--- src/uwk_pkg.sv ---
// Shared constants and types for the 8/9-bit UART with wake-up filtering.
package uwk_pkg;
   localparam logic [1:0] MODE_UART8 = 2'h2;
   localparam logic [1:0] MODE_UART9 = 2'h3;
   localparam int CLK_HZ = 10000000;
   localparam int BAUD_BPS = 9600;
   localparam int BIT_CYCLES = CLK_HZ / BAUD_BPS;
   localparam int HALF_CYCLES = BIT_CYCLES / 2;
   localparam int DATA_BITS = 8;
   localparam int CNT_W = 16;
   localparam logic [1:0] STOP_ONE = 2'h1;
   localparam logic [1:0] STOP_TWO = 2'h2;
   localparam logic LINE_IDLE = 1'b1;
   localparam logic LINE_START = 1'b0;
   typedef enum logic [2:0] {
      PH_IDLE  = 3'h0,
      PH_START = 3'h1,
      PH_DATA  = 3'h2,
      PH_EXTRA = 3'h3,
      PH_STOP  = 3'h4
   } uwk_phase_e;
endpackage

--- src/uwk_uart.sv ---
// UART channel in 8-bit and 9-bit modes with parity and multiprocessor wake-up.
`timescale 1ns/10ps
// What this block does
// Mode field value 2'b10 runs the channel as an 8-bit-data UART.
// In 8-bit mode a parity bit is sent and checked only while parity is enabled, even or odd.
// Mode field value 2'b11 runs the channel as a 9-bit-data UART.
// Software keeps parity disabled in 9-bit mode, since parity is not allowed there.
// In 9-bit mode the transmit ninth bit is sent as the ninth data bit.
// In 9-bit mode the received ninth bit is stored in the receive ninth bit.
// Software writes the transmit ninth bit before the data, and reads the receive one first.
// In 9-bit mode the number of stop bits sent follows the stop length select.
// In 9-bit mode the wake-up enable puts the receiver into wake-up mode.
// In wake-up mode only frames with ninth bit 1 raise the receive interrupt.
// A master selects a slave with one frame holding an 8-bit code and ninth bit 1.
// A slave whose code matched clears its wake-up enable to accept data frames.
// After selection the master sends data frames with ninth bit 0.
// Only the selected slave may reply to the master.
// Slave transmit pins are open-drain so several slaves share the return line.
// A frame is a low start bit, data LSB first, optional extra bit, then high stop bits.
module uwk_uart #(
   parameter int BIT_CYCLES = uwk_pkg::BIT_CYCLES,
   parameter int HALF_CYCLES = uwk_pkg::HALF_CYCLES
) (
   input wire logic clk,
   input wire logic resetn,
   input wire logic ce,
   input wire logic [1:0] mode_select_field,
   input wire logic parity_enable,
   input wire logic even_parity_select,
   input wire logic stop_length_select,
   input wire logic wakeup_enable,
   input wire logic open_drain_select,
   input wire logic transmit_ninth_bit,
   input wire logic [7:0] tx_data,
   input wire logic tx_write,
   input wire logic rx_enable,
   input wire logic rxd,
   output logic txd_out,
   output logic txd_oe,
   output logic tx_busy,
   output logic tx_done,
   output logic [7:0] rx_data,
   output logic receive_ninth_bit,
   output logic receive_interrupt,
   output logic parity_error,
   output logic framing_error
);
   localparam logic [uwk_pkg::CNT_W-1:0] BIT_LAST = uwk_pkg::CNT_W'(BIT_CYCLES - 1);
   localparam logic [uwk_pkg::CNT_W-1:0] HALF_LAST = uwk_pkg::CNT_W'(HALF_CYCLES - 1);
   localparam logic [2:0] DATA_LAST = 3'(uwk_pkg::DATA_BITS - 1);

   function automatic logic frame_mode_ok(input logic [1:0] mode);
      frame_mode_ok = (mode == uwk_pkg::MODE_UART8) || (mode == uwk_pkg::MODE_UART9);
   endfunction

   function automatic logic parity_bit(input logic [7:0] data, input logic even);
      parity_bit = even ? ^data : ~^data;
   endfunction

   function automatic logic has_extra(input logic [1:0] mode, input logic par_on);
      has_extra = (mode == uwk_pkg::MODE_UART9) || (mode == uwk_pkg::MODE_UART8 && par_on);
   endfunction

   // Transmitter: one frame at a time, with controls captured at acceptance.
   uwk_pkg::uwk_phase_e tx_state;
   logic [uwk_pkg::CNT_W-1:0] tx_cnt;
   logic [2:0] tx_bit;
   logic [7:0] tx_shift;
   logic tx_line;
   logic tx_extra;
   logic tx_has_extra;
   logic [1:0] tx_nstop;
   logic tx_accept;
   logic tx_tick;
   logic tx_last_stop;

   assign tx_accept = tx_write && tx_state == uwk_pkg::PH_IDLE && frame_mode_ok(mode_select_field);
   assign tx_tick = tx_cnt == BIT_LAST;
   assign tx_last_stop = tx_state == uwk_pkg::PH_STOP && tx_tick && (2'(tx_bit) + 2'h1 == tx_nstop);

   always_ff @(posedge clk) begin
      if (!resetn) begin
         tx_cnt <= '0;
      end else if (ce) begin
         if (tx_state == uwk_pkg::PH_IDLE || tx_tick) begin
            tx_cnt <= '0;
         end else begin
            tx_cnt <= tx_cnt + 1'b1;
         end
      end
   end

   always_ff @(posedge clk) begin
      if (!resetn) begin
         tx_state <= uwk_pkg::PH_IDLE;
         tx_line <= uwk_pkg::LINE_IDLE;
         tx_bit <= '0;
         tx_shift <= '0;
         tx_extra <= 1'b0;
         tx_has_extra <= 1'b0;
         tx_nstop <= uwk_pkg::STOP_ONE;
      end else if (ce) begin
         unique case (tx_state)
            uwk_pkg::PH_IDLE: begin
               // The ninth bit and parity are captured with the data, so software must set
               // the ninth bit before it strobes the write.
               if (tx_accept) begin
                  tx_state <= uwk_pkg::PH_START;
                  tx_line <= uwk_pkg::LINE_START;
                  tx_shift <= tx_data;
                  tx_has_extra <= has_extra(mode_select_field, parity_enable);
                  if (mode_select_field == uwk_pkg::MODE_UART9) begin
                     tx_extra <= transmit_ninth_bit;
                  end else begin
                     tx_extra <= parity_bit(tx_data, even_parity_select);
                  end
                  if (mode_select_field == uwk_pkg::MODE_UART9 && stop_length_select) begin
                     tx_nstop <= uwk_pkg::STOP_TWO;
                  end else begin
                     tx_nstop <= uwk_pkg::STOP_ONE;
                  end
               end
            end
            uwk_pkg::PH_START: begin
               if (tx_tick) begin
                  tx_state <= uwk_pkg::PH_DATA;
                  tx_line <= tx_shift[0];
                  tx_bit <= '0;
               end
            end
            uwk_pkg::PH_DATA: begin
               if (tx_tick) begin
                  tx_shift <= {1'b0, tx_shift[7:1]};
                  if (tx_bit == DATA_LAST) begin
                     tx_bit <= '0;
                     tx_state <= tx_has_extra ? uwk_pkg::PH_EXTRA : uwk_pkg::PH_STOP;
                     tx_line <= tx_has_extra ? tx_extra : uwk_pkg::LINE_IDLE;
                  end else begin
                     tx_bit <= tx_bit + 3'h1;
                     tx_line <= tx_shift[1];
                  end
               end
            end
            uwk_pkg::PH_EXTRA: begin
               if (tx_tick) begin
                  tx_state <= uwk_pkg::PH_STOP;
                  tx_line <= uwk_pkg::LINE_IDLE;
               end
            end
            uwk_pkg::PH_STOP: begin
               if (tx_last_stop) begin
                  tx_state <= uwk_pkg::PH_IDLE;
                  tx_bit <= '0;
               end else if (tx_tick) begin
                  tx_bit <= tx_bit + 3'h1;
               end
            end
            default: begin
               tx_state <= uwk_pkg::PH_IDLE;
               tx_line <= uwk_pkg::LINE_IDLE;
            end
         endcase
      end
   end

   always_ff @(posedge clk) begin
      if (!resetn) begin
         tx_busy <= 1'b0;
         tx_done <= 1'b0;
      end else if (ce) begin
         tx_done <= tx_last_stop;
         if (tx_accept) begin
            tx_busy <= 1'b1;
         end else if (tx_last_stop) begin
            tx_busy <= 1'b0;
         end
      end
   end

   // Open-drain drives only lows, so a shared return line never sees two drivers fighting.
   always_ff @(posedge clk) begin
      if (!resetn) begin
         txd_out <= uwk_pkg::LINE_IDLE;
         txd_oe <= 1'b0;
      end else if (ce) begin
         txd_out <= open_drain_select ? 1'b0 : tx_line;
         txd_oe <= open_drain_select ? !tx_line : 1'b1;
      end
   end

   // Receiver: samples each bit in its middle after a confirmed start bit.
   uwk_pkg::uwk_phase_e rx_state;
   logic rx_s;
   logic [uwk_pkg::CNT_W-1:0] rx_cnt;
   logic [2:0] rx_bit;
   logic [7:0] rx_shift;
   logic rx_extra;
   logic rx_has_extra;
   logic rx_mode9;
   logic rx_check_parity;
   logic rx_even;
   logic rx_tick;
   logic rx_deliver;
   logic rx_ignore;

   uwk_pin_sync #(.RESET_LEVEL(uwk_pkg::LINE_IDLE)) rxd_sync (
      .clk(clk),
      .resetn(resetn),
      .ce(ce),
      .pin(rxd),
      .level(rx_s)
   );

   assign rx_tick = rx_cnt == ((rx_state == uwk_pkg::PH_START) ? HALF_LAST : BIT_LAST);
   assign rx_deliver = rx_state == uwk_pkg::PH_STOP && rx_tick;
   assign rx_ignore = rx_mode9 && wakeup_enable && !rx_extra;

   always_ff @(posedge clk) begin
      if (!resetn) begin
         rx_cnt <= '0;
      end else if (ce) begin
         if (rx_state == uwk_pkg::PH_IDLE || rx_tick) begin
            rx_cnt <= '0;
         end else begin
            rx_cnt <= rx_cnt + 1'b1;
         end
      end
   end

   always_ff @(posedge clk) begin
      if (!resetn) begin
         rx_state <= uwk_pkg::PH_IDLE;
         rx_bit <= '0;
         rx_shift <= '0;
         rx_extra <= 1'b0;
         rx_has_extra <= 1'b0;
         rx_mode9 <= 1'b0;
         rx_check_parity <= 1'b0;
         rx_even <= 1'b0;
      end else if (ce) begin
         unique case (rx_state)
            uwk_pkg::PH_IDLE: begin
               if (rx_enable && frame_mode_ok(mode_select_field) && !rx_s) begin
                  rx_state <= uwk_pkg::PH_START;
                  rx_has_extra <= has_extra(mode_select_field, parity_enable);
                  rx_mode9 <= mode_select_field == uwk_pkg::MODE_UART9;
                  rx_check_parity <= mode_select_field == uwk_pkg::MODE_UART8 && parity_enable;
                  rx_even <= even_parity_select;
                  rx_extra <= 1'b0;
               end
            end
            uwk_pkg::PH_START: begin
               // A start bit that is high again at mid-bit was a glitch.
               if (rx_tick) begin
                  rx_state <= rx_s ? uwk_pkg::PH_IDLE : uwk_pkg::PH_DATA;
                  rx_bit <= '0;
               end
            end
            uwk_pkg::PH_DATA: begin
               if (rx_tick) begin
                  rx_shift <= {rx_s, rx_shift[7:1]};
                  rx_bit <= rx_bit + 3'h1;
                  if (rx_bit == DATA_LAST) begin
                     rx_state <= rx_has_extra ? uwk_pkg::PH_EXTRA : uwk_pkg::PH_STOP;
                  end
               end
            end
            uwk_pkg::PH_EXTRA: begin
               if (rx_tick) begin
                  rx_extra <= rx_s;
                  rx_state <= uwk_pkg::PH_STOP;
               end
            end
            uwk_pkg::PH_STOP: begin
               if (rx_tick) begin
                  rx_state <= uwk_pkg::PH_IDLE;
               end
            end
            default: begin
               rx_state <= uwk_pkg::PH_IDLE;
            end
         endcase
      end
   end

   // Ignored frames leave data and flags untouched, so an address-hunting slave keeps its last data.
   always_ff @(posedge clk) begin
      if (!resetn) begin
         rx_data <= '0;
         receive_ninth_bit <= 1'b0;
         receive_interrupt <= 1'b0;
         parity_error <= 1'b0;
         framing_error <= 1'b0;
      end else if (ce) begin
         receive_interrupt <= rx_deliver && !rx_ignore;
         if (rx_deliver && !rx_ignore) begin
            rx_data <= rx_shift;
            if (rx_mode9) begin
               receive_ninth_bit <= rx_extra;
            end
            parity_error <= rx_check_parity && (rx_extra != parity_bit(rx_shift, rx_even));
            framing_error <= !rx_s;
         end
      end
   end
endmodule // uwk_uart

--- src/uwk_pin_sync.sv ---
// Three-stage pin synchroniser whose output moves only when stages two and three agree.
`timescale 1ns/10ps
module uwk_pin_sync #(
   parameter logic RESET_LEVEL = 1'b1
) (
   input wire logic clk,
   input wire logic resetn,
   input wire logic ce,
   input wire logic pin,
   output logic level
);
   logic meta;
   logic stage2;
   logic stage3;

   always_ff @(posedge clk) begin
      if (!resetn) begin
         meta <= RESET_LEVEL;
         stage2 <= RESET_LEVEL;
         stage3 <= RESET_LEVEL;
         level <= RESET_LEVEL;
      end else if (ce) begin
         meta <= pin;
         stage2 <= meta;
         stage3 <= stage2;
         if (stage2 == stage3) begin
            level <= stage2;
         end
      end
   end
endmodule // uwk_pin_sync

--- config.mk ---
export PLATFORM = sky130hd
export DESIGN_NAME = uwk_uart
export DESIGN_NICKNAME = d
export VERILOG_FILES = /design/src/uwk_pkg.sv /design/src/uwk_uart.sv /design/src/uwk_pin_sync.sv
export SDC_FILE = /design/constraint.sdc
export NUM_CORES = 1
export LEC_CHECK = 0
export BUFFER_PORTS_ARGS = -buffer_cell sky130_fd_sc_hd__buf_2
export CAP_MARGIN = 5
export CORE_MARGIN = 10
export CORE_UTILIZATION = 50
export DETAILED_ROUTE_END_ITERATION = 8
export PLACE_DENSITY = 0.69
export RECOVER_POWER = 25
export SETUP_SLACK_MARGIN = 0.05
export SLEW_MARGIN = 10
export SYNTH_ARGS = -nofsm -noshare
export SYNTH_HDL_FRONTEND = slang
export SYNTH_SLANG_ARGS = --single-unit
--- constraint.sdc ---
create_clock -name clk -period 3.07 [get_ports clk]
set_input_delay 0 -clock clk [delete_from_list [all_inputs] [get_ports clk]]
set_output_delay 0 -clock clk [all_outputs]
set_load 0.05 [all_outputs]
==> out/results.tsv <==
stage	metric	value	unit
run_status	status	completed	
global_route	total gr overflow	0	
floorplanning	initial core utilization	51.1	%
power	Peak supply drop	0.259	mV
job	max-cap violations	0	
sta	Slew @ Worst Pin	1.05	ns
placed_design	IO buf count	37	
critical_path	critical path class	register to register	
clocking	clock tree from TritonCTS	built	
drt	routed wire length	9690	um
yosys	most frequent cells after synthesis	90 x dfxtp_1, 58 x nor2_1, 39 x nand2_1, 26 x xnor2_1, 25 x clkbuf_1	
clocking	Num CTS Buffers	9	
yosys	Synth Instances	511	
global_route	vias in the first global route	3537	
yosys	sequential-to-total area share from yosys stat	40.4	%
sta	RSZ-0062 raised after global routing	no	
sta	hold slack final	0.0252	ns
global_route	largest net degree at the start of global routing	46	
sta	hold violation count in the final report	0	
power	static leakage	1.71	nW
critical_path	crit-path max FO	15	
sta	setup violators final	0	
placed_design	Final Wtd Congestion	0.888	
yosys	most frequent cell after synthesis	dfxtp_1	
floorplanning	Core ar.	8720	um2
critical_path	Slowest-stage cell, CP	or4_4	
yosys	Netlist cell types	58	
global_route	GRT Util Overall	15.2	%
clocking	Clock Tree Buf Depth	2	
drt	DR iter-0 viols	182	
drt	Final ANT Viol Nets	0	
drt	total vias in the final route	3709	
drt	DRC viols	0	
floorplanning	die span in x	114	um
yosys	synthesized net count	540	
yosys	Mapped Area	4460	um2
drt	TritonRoute pass-1 iters	4	
sta	Tcrit/Tclk final	79.9	%
yosys	synthesized area per cell	8.73	um2
min_path	Hold WC Path Type	primary input to register	
sta	fin. max-slew vios	0	
clocking	TritonCTS Sinks	90	
global_route	first-pass GRT wire length	16600	um
layout	Final #Nets	578	
floorplanning	io pins	38	
sta	final setup TNS	0	ns
yosys	#FFs+latches synth	90	
sta	Max Clk Rate	408	MHz
yosys	largest cells by area after synthesis	dfxtp_1 40%, mux2i_1 5.2%, xnor2_1 5.1%	
critical_path	Worst Setup End Kind	register	
sta	relative slew slack	30.0	%
drt	drt wl/cell	14.6	um
floorplanning	row cnt	34	
layout	layout cells sized above 1	9.75	%
power	pwr/cell area	453	nW/um2
clocking	Skew-Pair Late Insertion Delay	0.36	ns
clocking	clock transition at the registers of the reported paths	0.10	ns
clocking	clk root buf	clkbuf_8	
critical_path	CP Cell Sequence	or4_4, or4_4, a2111oi_4, buf_4, nor2_1, a211oi_1	
critical_path	critical path's most frequent cell	or4_4	
yosys	Yosys top cell by area	dfxtp_1	
critical_path	CP required	3.35	ns
yosys	Synth Warn #	0	
floorplanning	DIE HEIGHT	114	um
drt	Vias/cell	5.59	
yosys	ys async rst share	0	%
yosys	Synth top area share	40.4	%
layout	area grow syn2layout	13.1	%
yosys	ys flop type	dfxtp_1	
yosys	EDFF count, synth	0	
clocking	buffer count from post-CTS setup fixing	0	
critical_path	startpoint types	register	
sta	Final Skew	0.0128	ns
critical_path	CP arrival	2.74	ns
critical_path	Largest stage delay, worst path	0.61	ns
placed_design	DP Wirelength	6730	um
clocking	H-tree depth	3	
sta	fin crit period	2.45	ns
global_route	initial antenna violation count	1	
layout	FILL cells	824	
floorplanning	area of the die	13100	um2
worst max-delay path: cells and delay by family (launching register included):
family	cells	cell delay [ns]
DFF	1	0.33
AOI/OAI and AO/OA	2	0.57
buffers and inverters	1	0.26
and+or+nand+nor	3	1.22
final timing paths:
check,startpoint,endpoint,slack [ns],cells past startpoint
worst min-delay path,tx_data[6],tx_shift[6]$_SDFFE_PN0P_,0.03,3
worst min register to register,tx_bit[2]$_SDFFE_PN0P_,tx_bit[2]$_SDFFE_PN0P_,0.46,2
worst max-delay path,tx_cnt[15]$_SDFFE_PN0P_,tx_shift[1]$_SDFFE_PN0P_,0.62,6
worst max register to register,tx_cnt[15]$_SDFFE_PN0P_,tx_shift[1]$_SDFFE_PN0P_,0.62,6
routing by layer:
layer / up-vias / track usage [%] / wire length (um)
li1: 1894 / - / -
met1: 1732 / 20.4 / 4730
met2: 70 / 22.5 / 4440
met3: 13 / 3.67 / 354
met4: 0 / 6.68 / 170
met5: - / 0 / 0
layout make-up:
| class | count | area, um2 | share of cell area (%) |
|---|---|---|---|
| Antenna cell | 1 | 2.50 | 0.0496 |
| Tap cell | 108 | 135 | 2.68 |
| Inverter | 16 | 60.1 | 1.19 |
| Clock inverter | 6 | 91.3 | 1.81 |
| Sequential cell | 90 | 1800 | 35.7 |
| Timing Repair Buffer | 57 | 343 | 6.80 |
| Clock buffer | 10 | 128 | 2.53 |
| Multi-Input combinational cell | 375 | 2480 | 49.2 |
metrics by stage:
step	area [um2]	cells	power (mW)	util [%]	setup slack (ns)
finish	5040	663	2.29	57.8	0.617
global route	5040	662	2.38	57.8	0.499
CTS	5060	662	2.31	58.1	0.627
detailed placement	4720	633	1.41	54.1	0.637
global placement	4720	633	1.41	54.1	0.686
floorplan	4460	511	1.36	-	0.649
cells in the final DEF (no fill, tap or decap), types with 19 or more instances in the layout:
master and instances:
o21ai_0 21, mux2i_1 23, xor2_1 19, buf_2 20, nand2_1 39, dfxtp_1 90
nand3_1 20, nor3_1 20, xnor2_1 26, nor2_1 58, clkbuf_1 19
cell families (layout without fill, tap and decap cells):
| group | count (synthesis) | count (layout) | synth area share, % |
|---|---|---|---|
| AO/OA/AOI/OAI | 88 | 88 | 14.6 |
| XOR/XNOR | 46 | 46 | 9.34 |
| other | 0 | 1 | 0 |
| flip-flops | 90 | 90 | 40.4 |
| multiplexers | 24 | 24 | 5.42 |
| AND/OR/NAND/NOR | 210 | 210 | 24.0 |
| adder cells (fa/ha/maj) | 7 | 7 | 1.96 |
| buffers and inverters | 46 | 89 | 4.24 |
registers in the layout (all words and copies together) (netlist names), 2 cells and up:
name      cells
rx_cnt       16
rx_state      3
tx_bit        3
rx_shift      8
rx_data       8
tx_cnt       16
tx_state      3
rx_bit        3
tx_shift      8
tx_nstop      2
repair_timing:
| item | CTS | global route |
|---|---|---|
| gates resized for setup | 0 | 0 |
| hold buffers | 13 | 0 |
| hold endpoints to repair | 14 | 0 |
power by group:
| part | internal, mW | switching [mW] |
|---|---|---|
| logic | 0.0780 | 0.110 |
| clock network | 0.460 | 0.429 |
| registers | 1.19 | 0.0221 |
| total | 1.72 | 0.561 |
(Power assumes the default switching activity.)
